<file path="src/design/timer_status_regs.svh">
// register map, field positions and reset values of the status block
`ifndef TIMER_STATUS_REGS_SVH
`define TIMER_STATUS_REGS_SVH

`define TSF_ADDR_W          20
`define TSF_ENABLE_OFFS     20'hf01b0
`define TSF_START_OFFS      20'hf01b4
`define TSF_STOP_OFFS       20'hf01b8
`define TSF_OVF_BASE_OFFS   20'hf01c0
`define TSF_IRQ_STAT_OFFS   20'hf01e0
`define TSF_IRQ_MASK_OFFS   20'hf01e4

`define TSF_UPPER1_BIT      9
`define TSF_UPPER3_BIT      11
`define TSF_OVF_FLAG_BIT    0

`define TSF_MODE_CAPTURE    3'h2
`define TSF_MODE_CAPT_ONE   3'h6

`define TSF_ENABLE_RESET    16'h0000
`define TSF_IRQ_RESET       8'h00
`define TSF_DEF_CHANNELS    8

`endif

</file>
<file path="src/design/timer_status_pkg.sv">
// types and mode decoding shared by the status block files
`include "timer_status_regs.svh"

package timer_status_pkg;

	// three-bit channel operating mode
	typedef logic [2:0] chan_mode_t;

	// capture and capture-one-count are the up-counting capture modes
	function automatic logic capture_mode(input chan_mode_t mode);
		capture_mode = (mode == `TSF_MODE_CAPTURE) ||
			(mode == `TSF_MODE_CAPT_ONE);
	endfunction

endpackage

</file>
<file path="src/design/overflow_tracker.sv">
// per-channel capture overflow flag with deferred update
`timescale 1ns/1ps

module overflow_tracker (
	input  wire logic                         pclk,
	input  wire logic                         presetn,
	input  wire timer_status_pkg::chan_mode_t mode,
	input  wire logic                         capture,
	input  wire logic                         wrap,
	output logic                              flag,
	output logic                              set_pulse
);

	logic pending;       // wrap seen since the last capture
	logic next_pending;
	logic next_flag;
	logic next_set;

	// flag moves only at captures; a wrap is merely remembered
	always_comb begin
		next_pending = pending | wrap;
		next_flag    = flag;
		next_set     = 1'b0;
		if (capture && timer_status_pkg::capture_mode(mode)) begin
			next_flag    = pending | wrap;
			next_set     = pending | wrap;
			next_pending = 1'b0;
		end else if (capture) begin
			// other modes drop the record too
			next_pending = 1'b0;
		end
	end

	always_ff @(posedge pclk or negedge presetn) begin
		if (!presetn) begin
			pending   <= 1'b0;
			flag      <= 1'b0;
			set_pulse <= 1'b0;
		end else begin
			pending   <= next_pending;
			flag      <= next_flag;
			set_pulse <= next_set;
		end
	end
endmodule

</file>
<file path="src/design/timer_status_flags.sv">
// channel enable status and capture overflow flags behind apb
//
// Contract
// - overflow flag updates only in capture modes
// - capture after a wrap sets the flag
// - capture without wrap clears the flag
// - wrap alone never changes the flag
// - overflow status readable whole or low byte
// - start trigger one sets enable bit
// - stop trigger one clears enable bit
// - enable bit n at bit n; rest zero
// - upper halves of 1, 3 at 9, 11
// - split mode low bits show lower halves
// - enable register read-only, reset to zero
// - trigger bits self-clear and read zero
// - codes 010 and 110 select capture
`timescale 1ns/1ps
`include "timer_status_regs.svh"

module timer_status_flags #(
	parameter int CHANNELS = `TSF_DEF_CHANNELS
) (
	input  wire logic                          pclk,
	input  wire logic                          presetn,
	input  wire logic                          psel,
	input  wire logic                          penable,
	input  wire logic                          pwrite,
	input  wire logic [`TSF_ADDR_W-1:0]        paddr,
	input  wire logic [31:0]                   pwdata,
	input  wire logic [3:0]                    pstrb,
	output logic      [31:0]                   prdata,
	output logic                               pready,
	output logic                               pslverr,
	input  wire timer_status_pkg::chan_mode_t  chan_mode [CHANNELS],
	input  wire logic [CHANNELS-1:0]           capture_event,
	input  wire logic [CHANNELS-1:0]           counter_wrap,
	input  wire logic                          split_chan1,
	input  wire logic                          split_chan3,
	output logic      [15:0]                   channel_enable_status,
	output logic      [CHANNELS-1:0]           capture_overflow_flag,
	output logic                               irq
);

	if (CHANNELS != 4 && CHANNELS != 8) begin : g_bad_channels
		$error("CHANNELS must be 4 or 8");
	end

	localparam int U1 = `TSF_UPPER1_BIT;
	localparam int U3 = `TSF_UPPER3_BIT;

	// implemented enable bits: channels plus the two upper halves
	localparam logic [15:0] VALID_MASK =
		16'((16'h1 << CHANNELS) - 16'h1) |
		(16'h1 << U1) | (16'h1 << U3);

	// byte-lane gated trigger bits of a write
	function automatic logic [15:0] trig_bits(
		input logic [31:0] wdata,
		input logic [3:0]  strb);
		trig_bits = {strb[1] ? wdata[15:8] : 8'h00,
			strb[0] ? wdata[7:0] : 8'h00};
	endfunction

	logic [CHANNELS-1:0]      irq_stat;     // sticky overflow events
	logic [CHANNELS-1:0]      irq_mask;     // one lets a bit reach irq
	logic [CHANNELS-1:0]      ovf_set;      // set pulses from trackers
	logic [15:0]              next_enable;
	logic [CHANNELS-1:0]      next_stat;
	logic [CHANNELS-1:0]      next_mask;
	logic                     next_irq;
	logic [31:0]              next_prdata;
	logic                     next_pready;
	logic                     next_pslverr;
	logic                     access;       // access phase waiting
	logic                     done;         // transfer completes now
	logic [15:0]              start_bits;
	logic [15:0]              stop_bits;
	logic [15:0]              split_gate;
	logic [`TSF_ADDR_W-1:0]   ovf_off;
	logic                     ovf_hit;
	logic [31:0]              rdata;
	logic                     mapped;

	// one flag tracker per channel
	for (genvar c = 0; c < CHANNELS; c++) begin : g_chan
		overflow_tracker u_trk (
			.pclk      (pclk),
			.presetn   (presetn),
			.mode      (chan_mode[c]),
			.capture   (capture_event[c]),
			.wrap      (counter_wrap[c]),
			.flag      (capture_overflow_flag[c]),
			.set_pulse (ovf_set[c])
		);
	end

	assign access = psel && penable && !pready;
	assign done   = psel && penable && pready;

	// read mux and decode, sampled one cycle into the access phase
	always_comb begin
		rdata   = 32'h0;
		mapped  = 1'b1;
		ovf_off = paddr - `TSF_OVF_BASE_OFFS;
		ovf_hit = (paddr >= `TSF_OVF_BASE_OFFS) &&
			(ovf_off < `TSF_ADDR_W'(4 * CHANNELS)) &&
			(ovf_off[1:0] == 2'h0);
		case (paddr)
			`TSF_ENABLE_OFFS: begin
				rdata[15:0] = channel_enable_status;
			end
			`TSF_START_OFFS, `TSF_STOP_OFFS: begin
				rdata = 32'h0;
			end
			`TSF_IRQ_STAT_OFFS: begin
				rdata[CHANNELS-1:0] = irq_stat;
			end
			`TSF_IRQ_MASK_OFFS: begin
				rdata[CHANNELS-1:0] = irq_mask;
			end
			default: begin
				// overflow word, flag in the low byte
				if (ovf_hit)
					rdata[`TSF_OVF_FLAG_BIT] =
						capture_overflow_flag[ovf_off[4:2]];
				else
					mapped = 1'b0;
			end
		endcase
	end

	// register next values; writes and read-clear act on done
	always_comb begin
		next_enable  = channel_enable_status;
		next_mask    = irq_mask;
		next_prdata  = prdata;
		next_pready  = access;
		next_pslverr = 1'b0;
		start_bits   = 16'h0;
		stop_bits    = 16'h0;
		split_gate     = VALID_MASK;
		split_gate[U1] = split_chan1;
		split_gate[U3] = split_chan3;
		if (access) begin
			next_prdata  = pwrite ? 32'h0 : rdata;
			next_pslverr = !mapped;
		end
		if (done && pwrite) begin
			if (paddr == `TSF_START_OFFS)
				start_bits = trig_bits(pwdata, pstrb) & split_gate;
			if (paddr == `TSF_STOP_OFFS)
				stop_bits = trig_bits(pwdata, pstrb) & split_gate;
			if (paddr == `TSF_IRQ_MASK_OFFS && pstrb[0])
				next_mask = pwdata[CHANNELS-1:0];
		end
		next_enable = next_enable | start_bits;
		// stop clears, wins on a tie
		next_enable = next_enable & ~stop_bits;
		next_enable = next_enable & VALID_MASK;
		// bits 1 and 3 serve lower halves
		// clear only what the read returned, so a new event survives
		next_stat = irq_stat;
		if (done && !pwrite && paddr == `TSF_IRQ_STAT_OFFS)
			next_stat = irq_stat & ~prdata[CHANNELS-1:0];
		next_stat = next_stat | ovf_set;
		next_irq  = |(next_stat & next_mask);
	end

	always_ff @(posedge pclk or negedge presetn) begin
		if (!presetn) begin
			channel_enable_status <= `TSF_ENABLE_RESET;
			irq_stat              <= CHANNELS'(`TSF_IRQ_RESET);
			irq_mask              <= CHANNELS'(`TSF_IRQ_RESET);
			irq                   <= 1'b0;
			prdata                <= 32'h0;
			pready                <= 1'b0;
			pslverr               <= 1'b0;
		end else begin
			channel_enable_status <= next_enable;
			irq_stat              <= next_stat;
			irq_mask              <= next_mask;
			irq                   <= next_irq;
			prdata                <= next_prdata;
			pready                <= next_pready;
			pslverr               <= next_pslverr;
		end
	end
endmodule

</file>
<file path="config.mk">
export PLATFORM = sky130hd
export DESIGN_NAME = timer_status_flags
export DESIGN_NICKNAME = d
export VERILOG_FILES = /design/src/design/timer_status_pkg.sv /design/src/design/overflow_tracker.sv /design/src/design/timer_status_flags.sv
export VERILOG_INCLUDE_DIRS = /design/src /design/src/design
export SDC_FILE = /design/constraint.sdc
export NUM_CORES = 1
export LEC_CHECK = 0
export BUFFER_PORTS_ARGS = -buffer_cell sky130_fd_sc_hd__buf_4
export CAP_MARGIN = 30
export CORE_MARGIN = 3
export CORE_UTILIZATION = 49
export DETAILED_ROUTE_END_ITERATION = 8
export PLACE_DENSITY = 0.85
export SLEW_MARGIN = 20
export SYNTH_ARGS = -nofsm -noshare
export SYNTH_HDL_FRONTEND = slang
export SYNTH_SLANG_ARGS = --single-unit
export TNS_END_PERCENT = 10
</file>
<file path="constraint.sdc">
create_clock -name pclk -period 4.05 [get_ports pclk]
set_clock_uncertainty 0.2 [all_clocks]
set_input_delay 0 -clock pclk [delete_from_list [all_inputs] [get_ports pclk]]
set_output_delay 0 -clock pclk [all_outputs]
set_load 0.01 [all_outputs]
</file>
==> flow_summary_export.csv <==
group,metric,value,unit
run_status,status,"finished, final reports clean",
floorplan,die_y,86.6,um
clocking,path_clk_slew,70,ps
place,hpwl,5700,um
global_route,grt-ovfl-total,0,
hold_path,hold_end,"pslverr$_DFF_PN0_",
drt,avgViaCountPerCell,5.35,
sta,worst_slew_pin_slew,864,ps
hold_path,hold_depth,5,
sta,fin_tns_setup,0,ps
critical_path,cp.depth,10,
clocking,ctsLongestPathBuffers,2,
critical_path,reg2reg_slack,1250,ps
critical_path,cp-end-kind,"register",
sta,hold_viol_final,0,
sta,period_share,89.2,%
clocking,h-tree-depth,3,
drt,drcViolationCount,0,
synth,synthCells,297,
floorplan,ioPinCount,162,
critical_path,critPathArrivalTime,3630,ps
run,cap_violations,0,
place,dp_slack,1510,ps
critical_path,path_cells,"dlygate4sd3_1 > buf_4 > nor3_1 > nand4_1 > nor4_2 > nand3_1 > dlygate4sd3_1 > mux2i_1 > nand2_1 > dlygate4sd3_1",
critical_path,crit_type,"in2reg",
sta,timing.fmax,0.277,GHz
hold_path,hp-class,"in2reg",
critical_path,r2r_start,"pready$_DFF_PN0_",
synth,syn_area_per_cell,10.7,um2
drt,vias,2897,
synth,ys_ff_latch,63,
floorplan,start_util,52.2,%
global_route,first_global_vias,3031,
sta,maxSlewViolCount,0,
synth,yosys_warnings,0,
synth,yosys.area.top_type,"dfrtp_1",
critical_path,critPathMaxStageDelay,580,ps
clocking,cts.sinks,63,
critical_path,reg2reg_depth,8,
critical_path,crit_family,"buffers and inverters",
drt,avgRoutedWirePerCell,17.1,um
drt,routed_wirelength,9260,um
synth,netlist_area,0.00318,mm2
synth,synth_top_area_share,49.6,%
drt,detail-route-antenna-nets,0,
synth,synth.distinct_cells,43,
floorplan,row_count,28,
critical_path,critPathSlowestCell,"nand4_1",
critical_path,crit_buf_inv,4,
synth,synth_seq_area_share,49.6,%
clocking,cts_made_buffers,9,
global_route,antenna_found_initial,0,
critical_path,cp_max_fo,12,
clocking,clk_latency,330,ps
clocking,cts_root_buf,"clkbuf_8",
sta,grt_setup_unrepaired,"no",
floorplan,die_area,0.00749,mm2
cells_and_area,drive_gt1_share,30.2,%
pwr,power_density,298,mW/mm2
place,gp_congestion,0.838,
sta,hold_ws,62.7,ps
floorplan,core_area,0.00610,mm2
floorplan,die_w,86.6,um
critical_path,crit_required,4070,ps
pwr,p_leak,0.00232,uW
synth,yosys-top-cells-area,"dfrtp_1 50%, buf_4 8.5%, mux2_2 5.0%, nor2_1 3.7%, o32a_1 2.5%",
hold_path,worstHoldStart,"paddr[2]",
cells_and_area,diodes,0,
sta,layout_setup_ws,438,ps
critical_path,critPathMostFrequentCell,"dlygate4sd3_1",
critical_path,crit_path_start_kind,"input pin",
place,portBuffers,101,
cells_and_area,final_nets,566,
sta,maxSlewHeadroom,41.9,%
clocking,cts_setup_buffers,0,
sta,setup_violations,0,
global_route,grt_pass1_wl,15000,um
global_route,groute.usage.overall,26.1,%
global_route,grt_max_degree,64,
sta,fin_crit,3610,ps
clocking,cts_tree,"yes",
critical_path,r2r_end,"channel_enable_status[9]$_DFF_PN0_",
pwr,vdd.ir_drop.worst,0.000266,V
drt,first_iter_violations,155,
clocking,ctsResizeCount,0,
drt,drt_first_pass_iters,4,
cells_and_area,syn_to_final_growth,48.1,%
[registers in the layout, summed over array words and instances (netlist names)]
signal	count
channel_enable_status	10
prdata	10
g_chan.u_trk.flag	8
g_chan.u_trk.pending	8
g_chan.u_trk.set_pulse	8
irq_mask	8
irq_stat	8
irq	1
pready	1
pslverr	1
[cells in the final DEF, fill, tap and decap left out, types with 8 or more instances in the layout]
| master | count |
|---|---|
| o21ai_0 | 12 |
| nand2_1 | 18 |
| dlygate4sd3_1 | 70 |
| a21o_1 | 8 |
| clkbuf_8 | 12 |
| dfrtp_1 | 63 |
| o32a_1 | 8 |
| nand2b_1 | 9 |
| a22oi_1 | 10 |
| buf_4 | 101 |
| a31oi_1 | 9 |
| conb_1 | 28 |
| nor2_1 | 31 |
| mux2_2 | 14 |
| nand3b_1 | 8 |
| a21oi_1 | 10 |
[cells by family after synthesis]
| kind of cell | share of synthesized area [%] |
|---|---|
| AOI/OAI and AO/OA | 13.4 |
| xor gates and xnor gates | 0.275 |
| buffers and inverters | 9.83 |
| DFF | 49.6 |
| muxes | 7.63 |
| other | 0.118 |
| and+or+nand+nor | 19.2 |
[layout make-up]
| class | count | area (um2) |
|---|---|---|
| Sequential cell | 63 | 1580 |
| Timing Repair Buffer | 171 | 1460 |
| Multi-Input combinational cell | 215 | 1390 |
| Fill cell | 378 | 1390 |
| Clock buffer | 15 | 176 |
| Tap cell | 75 | 93.8 |
| Inverter | 3 | 11.3 |
[through the flow]
stage               std cells  total power [uW]  instance area, um2  util (%)
detailed placement        457               867                3830      62.9
floorplan                 324               794                3280         -
finish                    542              1400                4710      77.3
global route              542              1460                4710      77.3
CTS                       542              1400                4710      77.3
global placement          457               862                3830      62.9
[how the worst max path moves through the flow]
stage,endpoint,startpoint,slack (ps)
global placement,irq$_DFF_PN0_,paddr[9],1570
finish,channel_enable_status[9]$_DFF_PN0_,paddr[12],440
CTS,channel_enable_status[9]$_DFF_PN0_,paddr[12],500
detailed placement,irq$_DFF_PN0_,paddr[11],1510
global route,channel_enable_status[11]$_DFF_PN0_,paddr[12],140
floorplan,irq$_DFF_PN0_,pready$_DFF_PN0_,2060
[synth_stat cells, drive strengths merged]
cell type and number:
nor4b 1, or3 2, a31oi 9, dfrtp 63
nand3 4, a22oi 10, o21ai 12, buf 41
nor2 31, inv 3, nand4b 1, o32a 8
nand4 4, clkbuf 2, a21oi 10, conb 1
and3 3, mux2i 4, xor2 1, nand2 20
a21o 8, mux4 2, nor3b 1, or2 1
and3b 1, a31o 2, and4 2, nor2b 3
nand3b 9, or2b 1, and2 3, nor3 4
nand2b 9, nor4 4, a211o 1, mux2 14
a221oi 2
[routing by layer]
metal  vias to the layer above  share of wire [%]  wire [um]  track usage (%)
met5                         -                  0          0                0
met4                         0                3.2        298             11.3
met3                        29                8.3        770             6.94
met2                       149                 51       4690             44.4
met1                      1372                 38       3500             31.0
li1                       1347                  -          -                -
[worst reg2reg max path, stage by stage (launching register included)]
cell	delay (ps)
dfrtp_1	390
and4_1	230
nand2_1	80
nor4_2	310
nand3_1	110
dlygate4sd3_1	580
mux2i_1	160
nand2_1	70
dlygate4sd3_1	550
[what timing repair did]
action                     CTS  global route
hold endpoints to repair   114             0
setup endpoints to repair    0             0
hold buffers                70             0
[report_power, final]
| group | total, uW | switching, uW | internal, uW |
|---|---|---|---|
| clock | 499 | 229 | 270 |
| sequential | 674 | 19.6 | 655 |
| combinational | 231 | 101 | 130 |
No activity file was read; power rests on OpenSTA's default activity.
